$ cat config.mk
export PLATFORM = sky130hd
export DESIGN_NAME = bbfc_host
export DESIGN_NICKNAME = d
export VERILOG_FILES = /design/src/hw/bbfc_pkg.sv /design/src/hw/bbfc_host.sv
export VERILOG_INCLUDE_DIRS = /design/src /design/src/hw
export SDC_FILE = /design/constraint.sdc
export NUM_CORES = 1
export LEC_CHECK = 0
export CAP_MARGIN = 20
export CORE_ASPECT_RATIO = 0.7
export CORE_MARGIN = 5
export CORE_UTILIZATION = 57
export DETAILED_ROUTE_END_ITERATION = 8
export DONT_BUFFER_PORTS = 1
export GPL_TIMING_DRIVEN = 0
export PLACE_DENSITY = 0.75
export SYNTH_ARGS = -nofsm -noshare
export SYNTH_HDL_FRONTEND = slang
export SYNTH_SLANG_ARGS = --single-unit
$ cat constraint.sdc
create_clock -name clk_i -period 1.7 [get_ports clk_i]
set_input_delay 0.255 -clock clk_i [delete_from_list [all_inputs] [get_ports clk_i]]
set_output_delay 0.255 -clock clk_i [all_outputs]
set_load 0.01 [all_outputs]
$ cat src/hw/bbfc_params.svh
`ifndef BBFC_PARAMS_SVH
`define BBFC_PARAMS_SVH
// software-facing register offsets of the controller
`define BBFC_REG_CTRL      4'h0
`define BBFC_REG_ADDR      4'h1
`define BBFC_REG_WDATA     4'h2
`define BBFC_REG_RDATA     4'h3
`define BBFC_REG_STATUS    4'h4
// control register field positions
`define BBFC_CTRL_GO       0
`define BBFC_CTRL_OP_LSB   1
`define BBFC_CTRL_OP_MSB   3
`define BBFC_CTRL_UNLOCK   4
`define BBFC_CTRL_PROG_HI  5
`define BBFC_CTRL_ID_HV    6
`define BBFC_CTRL_RESET    7
// status register field positions
`define BBFC_STAT_BUSY     0
`define BBFC_STAT_DONE     1
`define BBFC_STAT_REFUSED  2
// command bytes
`define BBFC_CMD_ERASE_SET 8'h20
`define BBFC_CMD_WRITE_SET 8'h40
`define BBFC_CMD_CONFIRM   8'hD0
`define BBFC_CMD_READ_ARR  8'hFF
`define BBFC_CMD_IDENTIFY  8'h90
`define BBFC_CMD_READ_STAT 8'h70
`define BBFC_CMD_CLR_STAT  8'h50
// bus timing in ns, clock period 50 ns
`define BBFC_CLK_NS        50
`define BBFC_STROBE_NS     100
`define BBFC_ACCESS_NS     100
`define BBFC_STROBE_CYC    ((`BBFC_STROBE_NS + `BBFC_CLK_NS - 1) / `BBFC_CLK_NS)
`define BBFC_ACCESS_CYC    ((`BBFC_ACCESS_NS + `BBFC_CLK_NS - 1) / `BBFC_CLK_NS)
// array geometry
`define BBFC_ADDR_W        18
`define BBFC_BOOT_TOP_LO   18'h3C000
`define BBFC_BOOT_BOT_HI   18'h03FFF
`endif

$ cat src/hw/bbfc_pkg.sv
package bbfc_pkg;
	typedef enum logic [2:0] {
		BBFC_OP_READ,
		BBFC_OP_CMD,
		BBFC_OP_WRITE,
		BBFC_OP_ERASE,
		BBFC_OP_ID
	} bbfc_op_e;
	typedef enum {
		BBFC_IDLE,
		BBFC_SETUP,
		BBFC_GAP,
		BBFC_SECOND,
		BBFC_READ,
		BBFC_DONE
	} bbfc_state_e;
endpackage

$ cat src/hw/bbfc_host.sv
// What this block does
// - host keeps reset pin high except during system reset and while the control reset bit holds the part in reset.
// - array read drives select and output enable low, write strobe high.
// - commands are bytes: erase setup 20H, write setup 10H/40H (this block sends 40H only), read FFH.
// - erase is setup byte then D0H confirm with supply high.
// - byte write is setup command then address/data cycle with supply high.
// - during hardware identify, other address lines held low.
`timescale 1ns/100ps
`include "bbfc_params.svh"
module bbfc_host
	import bbfc_pkg::*;
#(
	parameter bit TOP_BOOT = 1'b1
) (
	input  wire logic        clk_i,
	input  wire logic        sys_rst_i,
	input  wire logic [3:0]  reg_addr_i,
	input  wire logic [31:0] reg_wdata_i,
	input  wire logic        reg_wr_i,
	input  wire logic        reg_rd_i,
	output logic      [31:0] reg_rdata_o,
	output logic [17:0]      byte_address_lines_o,
	input  wire logic [7:0]  data_lines_i,
	output logic [7:0]       data_lines_o,
	output logic             data_lines_oe_o,
	output logic             chip_sel_n_o,
	output logic             out_en_n_o,
	output logic             write_strobe_n_o,
	output logic             reset_n_o,
	output logic             boot_unlock_o,
	output logic             program_supply_high_o,
	output logic             identify_voltage_o
);
	localparam int unsigned STB = `BBFC_STROBE_CYC;
	localparam int unsigned ACC = `BBFC_ACCESS_CYC;
	// strobe count starts a cycle before the pins move, the read count with them
	localparam logic [3:0]  STB_LAST = 4'(STB);
	localparam logic [3:0]  ACC_LAST = 4'(ACC - 1);

	logic [7:0]        ctrl_q;
	logic [17:0]       addr_q;
	logic [7:0]        wdata_q;
	logic [7:0]        rdata_q;
	logic              busy_q;
	logic              done_q;
	logic              refused_q;
	bbfc_state_e       state_q;
	bbfc_op_e          op_q;
	logic [3:0]        cnt_q;
	logic [31:0]       rd_q;

	function automatic logic in_boot(input logic [17:0] a, input logic top);
		in_boot = top ? (a >= `BBFC_BOOT_TOP_LO) : (a <= `BBFC_BOOT_BOT_HI);
	endfunction

	wire sel_ctrl  = reg_addr_i == `BBFC_REG_CTRL;
	wire sel_addr  = reg_addr_i == `BBFC_REG_ADDR;
	wire sel_wdata = reg_addr_i == `BBFC_REG_WDATA;
	wire sel_rdata = reg_addr_i == `BBFC_REG_RDATA;
	wire sel_stat  = reg_addr_i == `BBFC_REG_STATUS;

	wire wr_ctrl   = reg_wr_i && sel_ctrl;
	wire wr_addr   = reg_wr_i && sel_addr;
	wire wr_wdata  = reg_wr_i && sel_wdata;
	wire wr_stat   = reg_wr_i && sel_stat;

	wire go        = wr_ctrl && reg_wdata_i[`BBFC_CTRL_GO];
	// a go while the part is held in reset would strobe a dead device
	wire op_start  = state_q == BBFC_IDLE && go && !ctrl_q[`BBFC_CTRL_RESET];
	wire bbfc_op_e new_op = bbfc_op_e'(reg_wdata_i[`BBFC_CTRL_OP_MSB:`BBFC_CTRL_OP_LSB]);
	wire two_cycle = op_q == BBFC_OP_WRITE || op_q == BBFC_OP_ERASE;
	// boot target without unlock would be silently ignored by the part
	wire boot_block = two_cycle && in_boot(addr_q, TOP_BOOT) && !ctrl_q[`BBFC_CTRL_UNLOCK];
	wire cnt_end   = cnt_q == STB_LAST;
	wire acc_end   = cnt_q == ACC_LAST;
	wire op_refuse = state_q == BBFC_SETUP && boot_block;
	wire op_end    = state_q == BBFC_DONE;
	wire rd_take   = state_q == BBFC_READ && acc_end;
	wire [7:0] first_byte = op_q == BBFC_OP_WRITE ? `BBFC_CMD_WRITE_SET :
		op_q == BBFC_OP_ERASE ? `BBFC_CMD_ERASE_SET :
		op_q == BBFC_OP_ID ? `BBFC_CMD_IDENTIFY :
		op_q == BBFC_OP_READ ? `BBFC_CMD_READ_ARR : wdata_q;
	wire [7:0] second_byte = op_q == BBFC_OP_ERASE ? `BBFC_CMD_CONFIRM : wdata_q;
	// hardware identify: only id select bit may be set
	wire [17:0] id_addr = {17'h0, addr_q[0]};
	wire [31:0] ctrl_word  = {24'h0, ctrl_q};
	wire [31:0] addr_word  = {14'h0, addr_q};
	wire [31:0] wdata_word = {24'h0, wdata_q};
	wire [31:0] rdata_word = {24'h0, rdata_q};
	wire [31:0] stat_word  = {29'h0, refused_q, done_q, busy_q};
	// unused indices read as zero
	wire [31:0] rd_mux =
		sel_ctrl  ? ctrl_word :
		sel_addr  ? addr_word :
		sel_wdata ? wdata_word :
		sel_rdata ? rdata_word :
		sel_stat  ? stat_word : 32'h0;

	always_ff @(posedge clk_i) begin
		if (sys_rst_i) begin
			rd_q <= 32'h0;
		end else begin
			// zero outside its one cycle, so a stale word never shows
			rd_q <= reg_rd_i ? rd_mux : 32'h0;
		end
	end
	assign reg_rdata_o = rd_q;

	// reloading the address mid-operation moves the data cycle too
	always_ff @(posedge clk_i) begin
		if (sys_rst_i) begin
			addr_q  <= 18'h0;
			wdata_q <= 8'h0;
		end else begin
			if (wr_addr) begin
				addr_q <= reg_wdata_i[17:0];
			end
			if (wr_wdata) begin
				wdata_q <= reg_wdata_i[7:0];
			end
		end
	end

	// control frozen while busy so pin levels cannot move mid-operation
	always_ff @(posedge clk_i) begin
		if (sys_rst_i) begin
			ctrl_q <= 8'h0;
		end else if (wr_ctrl && state_q == BBFC_IDLE) begin
			ctrl_q <= {reg_wdata_i[7:1], 1'b0};
		end
	end

	// pin levels follow control one cycle late; written with go, they move as the first strobe falls
	always_ff @(posedge clk_i) begin
		if (sys_rst_i) begin
			reset_n_o          <= 1'b0;
			boot_unlock_o      <= 1'b0;
			identify_voltage_o <= 1'b0;
		end else begin
			// reset pin high unless held in reset; unlock only when asked
			reset_n_o          <= !ctrl_q[`BBFC_CTRL_RESET];
			// unlock level driven only while boot change requested
			boot_unlock_o      <= ctrl_q[`BBFC_CTRL_UNLOCK] && !ctrl_q[`BBFC_CTRL_RESET];
			identify_voltage_o <= ctrl_q[`BBFC_CTRL_ID_HV];
		end
	end

	// status flags: a set in the same cycle as a clear wins
	always_ff @(posedge clk_i) begin
		if (sys_rst_i) begin
			busy_q    <= 1'b0;
			done_q    <= 1'b0;
			refused_q <= 1'b0;
		end else begin
			if (op_start) begin
				busy_q <= 1'b1;
			end else if (op_refuse || op_end) begin
				busy_q <= 1'b0;
			end
			if (op_end) begin
				done_q <= 1'b1;
			end else if (wr_stat) begin
				done_q <= 1'b0;
			end
			if (op_refuse) begin
				refused_q <= 1'b1;
			end else if (op_start) begin
				refused_q <= 1'b0;
			end
		end
	end

	// holds the byte of the last read; write and erase leave it unchanged
	always_ff @(posedge clk_i) begin
		if (sys_rst_i) begin
			rdata_q <= 8'h0;
		end else if (rd_take) begin
			rdata_q <= data_lines_i;
		end
	end

	always_ff @(posedge clk_i) begin
		if (sys_rst_i) begin
			state_q   <= BBFC_IDLE;
			op_q      <= BBFC_OP_READ;
			cnt_q     <= 4'h0;
			byte_address_lines_o  <= 18'h0;
			data_lines_o          <= 8'h0;
			data_lines_oe_o       <= 1'b0;
			chip_sel_n_o          <= 1'b1;
			out_en_n_o            <= 1'b1;
			write_strobe_n_o      <= 1'b1;
			program_supply_high_o <= 1'b0;
		end else begin
			// one pin phase per state; the counter restarts on every entry to SETUP, GAP, SECOND and READ
			case (state_q)
				BBFC_IDLE: begin
					if (op_start) begin
						op_q      <= new_op;
						cnt_q     <= 4'h0;
						state_q   <= BBFC_SETUP;
					end
				end
				BBFC_SETUP: begin
					if (boot_block) begin
						state_q   <= BBFC_IDLE;
					end else if (ctrl_q[`BBFC_CTRL_ID_HV] && op_q == BBFC_OP_ID) begin
						byte_address_lines_o <= id_addr;
						chip_sel_n_o <= 1'b0;
						out_en_n_o   <= 1'b0;
						state_q      <= BBFC_READ;
					end else begin
						// first cycle is a command byte, supply low
						byte_address_lines_o  <= addr_q;
						data_lines_o          <= first_byte;
						data_lines_oe_o       <= 1'b1;
						program_supply_high_o <= 1'b0;
						chip_sel_n_o          <= 1'b0;
						write_strobe_n_o      <= 1'b0;
						cnt_q <= cnt_q + 4'h1;
						if (cnt_end) begin
							// strobe rises first, data held one more cycle
							write_strobe_n_o <= 1'b1;
							chip_sel_n_o     <= 1'b1;
							cnt_q   <= 4'h0;
							state_q <= BBFC_GAP;
						end
					end
				end
				BBFC_GAP: begin
					data_lines_oe_o <= 1'b0;
					cnt_q <= 4'h0;
					if (two_cycle) begin
						// supply raised only for the data or confirm cycle
						program_supply_high_o <= ctrl_q[`BBFC_CTRL_PROG_HI];
						state_q <= BBFC_SECOND;
					end else if (op_q == BBFC_OP_CMD) begin
						state_q <= BBFC_DONE;
					end else begin
						// array or id read after the mode command
						chip_sel_n_o <= 1'b0;
						out_en_n_o   <= 1'b0;
						state_q      <= BBFC_READ;
					end
				end
				BBFC_SECOND: begin
					// confirm or data byte with supply high
					byte_address_lines_o <= addr_q;
					data_lines_o     <= second_byte;
					data_lines_oe_o  <= 1'b1;
					chip_sel_n_o     <= 1'b0;
					write_strobe_n_o <= 1'b0;
					cnt_q <= cnt_q + 4'h1;
					if (cnt_end) begin
						write_strobe_n_o <= 1'b1;
						chip_sel_n_o     <= 1'b1;
						state_q <= BBFC_DONE;
					end
				end
				BBFC_READ: begin
					cnt_q <= cnt_q + 4'h1;
					if (acc_end) begin
						chip_sel_n_o <= 1'b1;
						out_en_n_o   <= 1'b1;
						state_q      <= BBFC_DONE;
					end
				end
				BBFC_DONE: begin
					data_lines_oe_o       <= 1'b0;
					program_supply_high_o <= 1'b0;
					state_q <= BBFC_IDLE;
				end
				default: state_q <= BBFC_IDLE;
			endcase
			// device reset held: pins parked deselected
			if (ctrl_q[`BBFC_CTRL_RESET]) begin
				chip_sel_n_o     <= 1'b1;
				out_en_n_o       <= 1'b1;
				write_strobe_n_o <= 1'b1;
				data_lines_oe_o  <= 1'b0;
			end
		end
	end
endmodule

==> results of run 1 <==
## layout make-up
type                            instances  area share, %
Timing Repair Buffer                   10          1.374
Clock buffer                           10          4.373
Inverter                                8         0.5495
Clock inverter                          4          1.809
Multi-Input combinational cell        386          45.08
Buffer                                 49          5.495
Tap cell                              101          2.312
Sequential cell                       106          39.01
## logic make-up (layout without fill, tap and decap cells)
logic type	count (synthesis)	in the layout	synth area share, %
AO/OA/AOI/OAI	140	140	19.83
multiplexers	22	22	4.917
buffers and inverters	58	81	6.627
other	1	14	0.08009
AND/OR/NAND/NOR	207	207	22.42
adder cells (fa/ha/maj)	3	3	0.8018
flip-flops	106	106	45.32
## timing repair
action | in CTS | in global routing
setup endpoints to repair | 47 | 51
hold buffers | 0 | 0
gates resized for setup | 18 | 33
setup buffers | 5 | 5
pin swaps | 2 | 6
gates cloned | 0 | 0
## metal layers
metal | vias up | wire, um | track usage [%]
met5 | - | 0 | 0
met4 | 0 | 250 | 6.979
met3 | 20 | 1704 | 11.40
met2 | 254 | 5904 | 36.65
met1 | 2010 | 5998 | 36.66
li1 | 1944 | - | -
## state kept, by name, indices dropped and copies added (netlist names), 3 cells and up
name / cells
addr_q: 18
byte_address_lines_o: 18
reg_rdata_o: 18
data_lines_o: 8
rdata_q: 8
wdata_q: 8
ctrl_q: 7
cnt_q: 4
op_q: 3
state_q: 3
## synth_stat cells, drive strengths merged (3+ instances only)
library cell,count,area [um^2]
nand3b,3,22.52
and3,3,18.77
buf,31,208.9
o31ai,3,22.52
nor2,47,176.4
inv,8,30.03
nand2,80,300.3
a31oi,7,43.79
nor2b,6,37.54
a21o,7,52.55
nor3,4,20.02
dfxtp,106,2122
a22oi,20,150.1
nor3b,4,30.03
nand2b,9,56.30
o21bai,6,45.04
mux2,8,90.09
o21ai,17,88.84
nor4b,5,73.83
nand3,13,65.06
ha,3,37.54
clkbuf,19,71.32
a222oi,5,50.05
nand4,3,18.77
a21oi,48,240.2
o221ai,3,26.28
and2,13,81.33
mux2i,14,140.1
## where the power goes
part / switching [W] / leakage, nW / internal [W]
sequential: 0.0000244 / 0.859 / 0.00250
clock: 0.000872 / 0.165 / 0.00147
combinational: 0.000156 / 1.05 / 0.0000896
total: 0.00105 / 2.08 / 0.00406
## critical path, delay by kind of cell, from the launching register on
kind            cells  cell delay [ns]
buf+inv             2             0.33
simple gates        1             0.21
flops               1             0.38
compound gates      2             0.53
mux                 1             0.18
## layout by cell type (no fill, tap or decap), types with 5 or more instances in the layout
cell,count
inv_1,8
buf_2,7
a21o_1,7
nor2b_1,6
nand2b_1,9
buf_4,29
o21bai_1,6
clkbuf_16,9
a22oi_1,20
mux2_2,8
clkbuf_1,14
conb_1,14
dfxtp_2,8
o21ai_0,14
mux2i_1,14
dfxtp_1,98
and2_1,13
a31oi_1,7
nor2_1,47
a21oi_1,47
a222oi_1,5
nand3_1,13
nand2_1,80
## stage by stage
| step | setup slack (ns) | instances | util (%) | hold slack [ns] | setup TNS, ns |
|---|---|---|---|---|---|
| 3_3_place_gp | -0.4721 | 651 | 61.18 | 0.3934 | -8.109 |
| 6_report | 0.01407 | 674 | 68.84 | 0.04474 | 0 |
| 5_1_grt | -0.04650 | 674 | 68.84 | 0.02840 | -0.1145 |
| 2_1_floorplan | 0.1087 | 550 | - | 0.3910 | 0 |
| 4_1_cts | 0.002184 | 670 | 67.03 | 0.03444 | 0 |
| 3_5_place_dp | -0.4821 | 651 | 61.18 | 0.3978 | -9.535 |
## how the worst min path moves through the flow
stage,endpoint,slack (ns),cells past startpoint
2_1_floorplan,addr_q[10],0.39,2
3_3_place_gp,addr_q[7],0.39,2
3_5_place_dp,addr_q[7],0.40,2
4_1_cts,addr_q[7],0.03,2
5_1_grt,addr_q[7],0.03,2
6_report,addr_q[7],0.04,2
==> reports/metrics.cfg, run 1 <==
[clock_tree]
clockBufferDepth=2
cts_max_level=3
cts_tree=yes
cts.sinks=106
numCtsBuffers=9
cts_root_buffer=clkbuf_16
clock_latency_ns=0.34
clkTransAtPathRegs_ns=0.07

[timing]
finalCritPeriodShare_pct=99.17
clock_skew_ns=0.007993
final_hold_viol_count=0
setup_violations=0
worst_slew_pin_slew_ns=0.8497
rsz0062_at_grt=yes
slew-limit-headroom_pct=43.23
max_freq_mhz=593.1
slew_violations=0
period_minus_slack_ns=1.686

[run_status]
outcome=completed

[layout]
fill_cells=630
diodes=0
multiInputGateArea_mm2=0.002464
area_growth_pct=16.73
finalNetCount=621
layout-drive-gt1-share_pct=16.93
final-seq-area_mm2=0.002132
fin_area_mm2=0.005465

[detailed_routing]
vias=4228
remaining_drc_errors=0
drt_iter0_drc=473
wl_mm=13.86
routedWlPerCell_um=20.56
vias_per_cell=6.273
dr.pass1.iters=5
ant_nets=0

[hold_path]
hp-class=input pin to flop
min_from=reg_wdata_i[7]

[setup_path]
critPathMaxFanout=6
max_stage_delay_ns=0.38
critPathLaunchType=flop
worstPathRequired_ns=1.97
slowest_stage=dfxtp_1
endpoint=cnt_q[1]
path_class=flop to flop
worst-r2r-setup-slack_ns=0.01
r2r_cells=6
cp-end-kind=flop
path_common_cell=buf_4
cp_data_arrival_time_ns=1.96
startpoint=state_q[1]
worstPathCellList=nand4b_1, buf_4, buf_4, o22ai_1, a21o_1, mux2i_1
r2r-start=state_q[1]
r2r_end=cnt_q[1]

[grt]
grt_pass1_wl_mm=20.99
grt_antenna_before_repair=0
overflow=0
grt_pass1_vias=3888
grt_usage_pct=26.14
grt_max_degree=17

[die]
num_rows=27
ioPinCount=114
core_mm2=0.007939
initial_core_util_pct=58.98
die_w_um=118.3
dieArea_mm2=0.01016
die-height_um=85.83

[pwr]
p_leak_nw=2.078
p_per_area_mw_per_mm2=935.5
ir_drop_mv=0.8066
p_total_w=0.005113

[logic_synthesis]
yosysUniqueCellTypes=64
synth_flop_cell=dfxtp_1
synth-edff-count=0
syn_area_per_cell_um2=8.719
async_flop_share_pct=0
synthesis.area_mm2=0.004682
yosysWarnings=0
netlist_instances=537
synth_seq_cells=106
synth_seq_area_share_pct=45.32

[place]
place_area_mm2=0.004857
hpwl_mm=10.03
numPortBuffers=0
gp_congestion=0.9835

[job]
cap_violations=0

(Power assumes the default switching activity.)
==> inputs of run 2 (changes only) <==
Settings changed: BUFFER_PORTS_ARGS set to -buffer_cell sky130_fd_sc_hd__buf_2, CORE_UTILIZATION 57 to 45, DONT_BUFFER_PORTS 1 to unset, PLACE_DENSITY 0.75 to 0.72.
==> reports/metrics.cfg, run 2 (synthesis gave the netlist of run 1 again) <==
[timing]
max_freq_mhz=593.3  ; about the same
finalCritPeriodShare_pct=99.14  ; about the same
holdWs_ns=0.1389  ; +0.09413 ns
slew_violations=0  ; unchanged
setup_violations=0  ; unchanged
period_minus_slack_ns=1.685  ; -0.0005123 ns
fin_ws_ns=0.01458  ; +0.0005123 ns
final_hold_viol_count=0  ; unchanged
clock_skew_ns=0.004269  ; -0.003724 ns
slew-limit-headroom_pct=44.30  ; +1.1 points
rsz0062_at_grt=yes
worst_slew_pin_slew_ns=0.8337  ; -0.01596 ns
setup_tns_ns=0  ; unchanged

[clock_tree]
hold_buffers=0  ; unchanged
clkTransAtPathRegs_ns=0.07  ; about the same
clockBufferDepth=2  ; unchanged
cts.sinks=106  ; unchanged
cts_tree=yes
cts_max_level=3  ; unchanged
cts_root_buffer=clkbuf_16
clock_latency_ns=0.35  ; about the same
numCtsBuffers=9  ; unchanged

[detailed_routing]
vias_per_cell=5.734  ; -8.6%
remaining_drc_errors=0  ; unchanged
drt_iter0_drc=479  ; +1.3%
routedWlPerCell_um=18.54  ; -9.8%
dr.pass1.iters=6  ; +1
vias=4530  ; +7.1%
wl_mm=14.65  ; +5.7%
ant_nets=0  ; unchanged

[layout]
finalNetCount=704  ; +13%
diodes=0  ; unchanged
layout-drive-gt1-share_pct=28.72  ; +12 points
final_cell_mix=dfxtp_1 (97), buf_2 (88), nand2_1 (80)
area_growth_pct=26.35
layout_commonest_cell=dfxtp_1
postLayoutCoreUtil_pct=57.77  ; -11 points
final_cells=790  ; +17%

[run_status]
outcome=completed

[setup_path]
path_class=flop to flop
critPathLaunchType=flop
cp-end-kind=flop
critPathMaxFanout=5  ; -1
cp_data_arrival_time_ns=1.90  ; -0.06 ns
worstPathRequired_ns=1.91  ; -0.06 ns

[grt]
grt_pass1_vias=4086  ; +5.1%
grt_usage_pct=22.54  ; -3.6 points
grt_antenna_before_repair=0  ; unchanged
grt_pass1_wl_mm=22.22  ; +5.9%
grt_max_degree=18  ; +1
overflow=0  ; unchanged

[place]
gp_congestion=0.9272  ; -5.7%
numPortBuffers=82  ; +82
hpwl_mm=10.80  ; +7.6%
dp.cells=764  ; +17%
post-place-ws_ns=-0.3995  ; +0.08267 ns

[pwr]
p_leak_nw=2.465  ; +19%
ir_drop_mv=0.5303  ; -34%
p_per_area_mw_per_mm2=846.3  ; -9.5%

[die]
num_rows=31  ; +15%
ioPinCount=114  ; unchanged
die-height_um=95.34  ; +11%
die_w_um=131.9  ; +11%
core_mm2=0.01024  ; +29%
initial_core_util_pct=45.72  ; -13 points
dieArea_mm2=0.01258  ; +24%

[job]
cap_violations=0  ; unchanged

[hold_path]
hp-class=input pin to flop

==> run 2: area by class of cell <==
class / count / area (um^2)
fillers: 947 / 4324
multi-input cells: 386 / 2475
clock inverters: 5 / 60.06
plain buffers: 49 / 304.0
repair buffers: 93 / 493.0
inverters: 8 / 30.03
clock buffers: 11 / 252.7
flip-flops and latches: 106 / 2136
well taps: 132 / 165.2
==> run 2: per-stage QoR <==
stage	total power [W]	cell area, um^2
final	0.005007	5916
after CTS	0.005013	5694
after global routing	0.005175	5916
after detailed placement	0.002865	5306
after global placement	0.002860	5306
after floorplan	0.002749	4731
==> run 2: where the power goes <==
group	internal [W]	total, W	switching, W
clock network	0.00123	0.00218	0.000949
logic	0.000121	0.000310	0.000189
registers	0.00250	0.00252	0.0000193
==> run 2: what timing repair did <==
action | 4_1_cts | 5_1_grt
pin swaps | 1 | 4
cloned | 0 | 0
buffers inserted | 4 | 7
hold endpoints to repair | 0 | 0
resized for setup | 10 | 48
endpoints found under the setup margin | 43 | 65
==> run 2: critical path, stage by stage (launching register included) <==
cell,delay (ns)
dfxtp_1,0.36
or4bb_4,0.56
o211a_4,0.27
a221oi_1,0.24
o32ai_1,0.12
==> run 2: worst paths after layout <==
path,to,slack [ns],start,depth (start not counted)
worst max-delay path,cnt_q[2],0.01,ctrl_q[7],4
worst min-delay path,addr_q[13],0.14,reg_wdata_i[13],3
worst max register to register,cnt_q[2],0.01,ctrl_q[7],4
worst min register to register,ctrl_q[3],0.46,ctrl_q[3],2
==> run 2: routing by layer <==
layer  global-route usage [%]  vias to the layer above  wire length (um)
met5                        0                        -                 0
met4                    5.051                        0               176
met3                    6.435                       18              1699
met2                    30.92                      250              5977
met1                    34.53                     2144              6793
li1                         -                     2118                 -
==> inputs of run 3 (changes only) <==
Settings changed: CORE_MARGIN 5 to unset.
==> reports/metrics.cfg, run 3 (synthesis gave the netlist of run 1 again) <==
[layout]
layout_commonest_cell=dfxtp_1
final_cell_mix=dfxtp_1 (96), buf_2 (88), nand2_1 (80)
area_growth_pct=26.43  ; about the same
postLayoutCoreUtil_pct=59.73  ; +2.0 points
fin_area_mm2=0.005919  ; about the same
diodes=0  ; unchanged
finalNetCount=708  ; +0.57%
layout-drive-gt1-share_pct=29.15  ; +0.43 points

[detailed_routing]
ant_nets=0  ; unchanged
routedWlPerCell_um=17.93  ; -3.3%
wl_mm=14.17  ; -3.3%
drt_iter0_drc=375  ; -22%
remaining_drc_errors=0  ; unchanged
dr.pass1.iters=5  ; -1
vias=4503  ; -0.60%
vias_per_cell=5.700  ; -0.60%

[die]
ioPinCount=114  ; unchanged
core_mm2=0.009910  ; -3.2%
dieArea_mm2=0.01082  ; -14%
die_w_um=123.9  ; -6.1%
die-height_um=87.34  ; -8.4%
initial_core_util_pct=47.25  ; +1.5 points
num_rows=30  ; -3.2%

[run_status]
outcome=completed

[pwr]
p_leak_nw=2.475  ; +0.41%
p_per_area_mw_per_mm2=829.2  ; -2.0%
p_total_w=0.004909  ; -2.0%
ir_drop_mv=0.5607  ; +5.7%

[clock_tree]
cts_max_level=3  ; unchanged
cts.sinks=106  ; unchanged
clock_latency_ns=0.35  ; about the same
cts_tree=yes
cts_root_buffer=clkbuf_16
clkTransAtPathRegs_ns=0.07  ; about the same
clockBufferDepth=2  ; unchanged
numCtsBuffers=9  ; unchanged

[timing]
fin_ws_ns=0.04759  ; +0.03301 ns
period_minus_slack_ns=1.652  ; -0.03301 ns
max_freq_mhz=605.2  ; +2.0%
setup_tns_ns=0  ; unchanged
slew-limit-headroom_pct=40.00  ; -4.3 points
worst_slew_pin_slew_ns=0.8981  ; +0.06439 ns
slew_violations=0  ; unchanged
rsz0062_at_grt=yes
final_hold_viol_count=0  ; unchanged
clock_skew_ns=0.007340  ; +0.003072 ns
setup_violations=0  ; unchanged
finalCritPeriodShare_pct=97.20  ; -1.9 points

[setup_path]
worstPathRequired_ns=1.97  ; +0.06 ns
critPathMaxFanout=5  ; unchanged
critPathLaunchType=flop
cp_data_arrival_time_ns=1.93  ; +0.03 ns
cp-end-kind=flop
path_class=flop to flop

[grt]
grt_usage_pct=26.58  ; +4.0 points
grt_pass1_vias=4094  ; +0.20%
grt_max_degree=19  ; +1
grt_antenna_before_repair=0  ; unchanged
overflow=0  ; unchanged
grt_pass1_wl_mm=21.34  ; -3.9%

[place]
numPortBuffers=82  ; unchanged
gp_congestion=0.9249  ; -0.25%
post-place-ws_ns=-0.4267  ; -0.02725 ns
place_area_mm2=0.005301  ; about the same
hpwl_mm=10.43  ; -3.4%

[job]
cap_violations=0  ; unchanged

[hold_path]
hp-class=input pin to flop

==> run 3: what timing repair did <==
action,CTS,global route
gates resized for setup,21,32
pin swaps,2,9
buffers inserted,5,10
hold buffers,0,0
setup endpoints to repair,52,59
==> run 3: final timing paths <==
path	cells past startpoint	end	start	slack (ns)
setup / recovery	6	cnt_q[1]	addr_q[16]	0.05
hold / removal	3	rdata_q[7]	data_lines_i[7]	0.14
setup reg to reg	6	cnt_q[1]	addr_q[16]	0.05
hold reg to reg	2	ctrl_q[1]	ctrl_q[1]	0.46
==> run 3: layout make-up <==
| type | count | area [um^2] |
|---|---|---|
| fill | 875 | 3990 |
| clock buffer | 11 | 252.7 |
| clock inverter | 5 | 45.04 |
| buffer | 49 | 297.8 |
| multi-input combinational | 386 | 2474 |
| timing repair buffer | 97 | 523.0 |
| inverter | 8 | 30.03 |
| tap | 128 | 160.2 |
| sequential | 106 | 2137 |
==> run 3: critical path, cell delays in order (launching register included) <==
cell      delay (ns)
dfxtp_1         0.41
nand4b_1        0.12
buf_4           0.18
buf_4           0.14
o22ai_1         0.31
a21o_1          0.23
mux2i_1         0.18
==> run 3: per-stage QoR <==
step           instances  hold slack [ns]
3_3_place_gp         760           0.4382
6_report             790           0.1407
4_1_cts              781           0.1337
5_1_grt              790           0.1449
2_1_floorplan        550           0.3910
3_5_place_dp         760           0.4463
==> run 3: report_power, final <==
part | leakage [nW] | internal [W] | total (W) | switching (W)
Sequential | 0.860 | 0.00250 | 0.00252 | 0.0000192
Clock | 0.144 | 0.00110 | 0.00208 | 0.000983
Combinational | 1.47 | 0.000121 | 0.000311 | 0.000190
Total | 2.47 | 0.00372 | 0.00491 | 0.00119
==> run 3: per-layer routing <==
metal  vias to the layer above  GRT usage [%]  part of all wire (%)
met2                       196          36.97                    41
met5                         -              0                     0
met3                        21          6.872                   9.2
li1                       2119              -                     -
met1                      2167          39.43                    48
met4                         0          8.442                   1.7
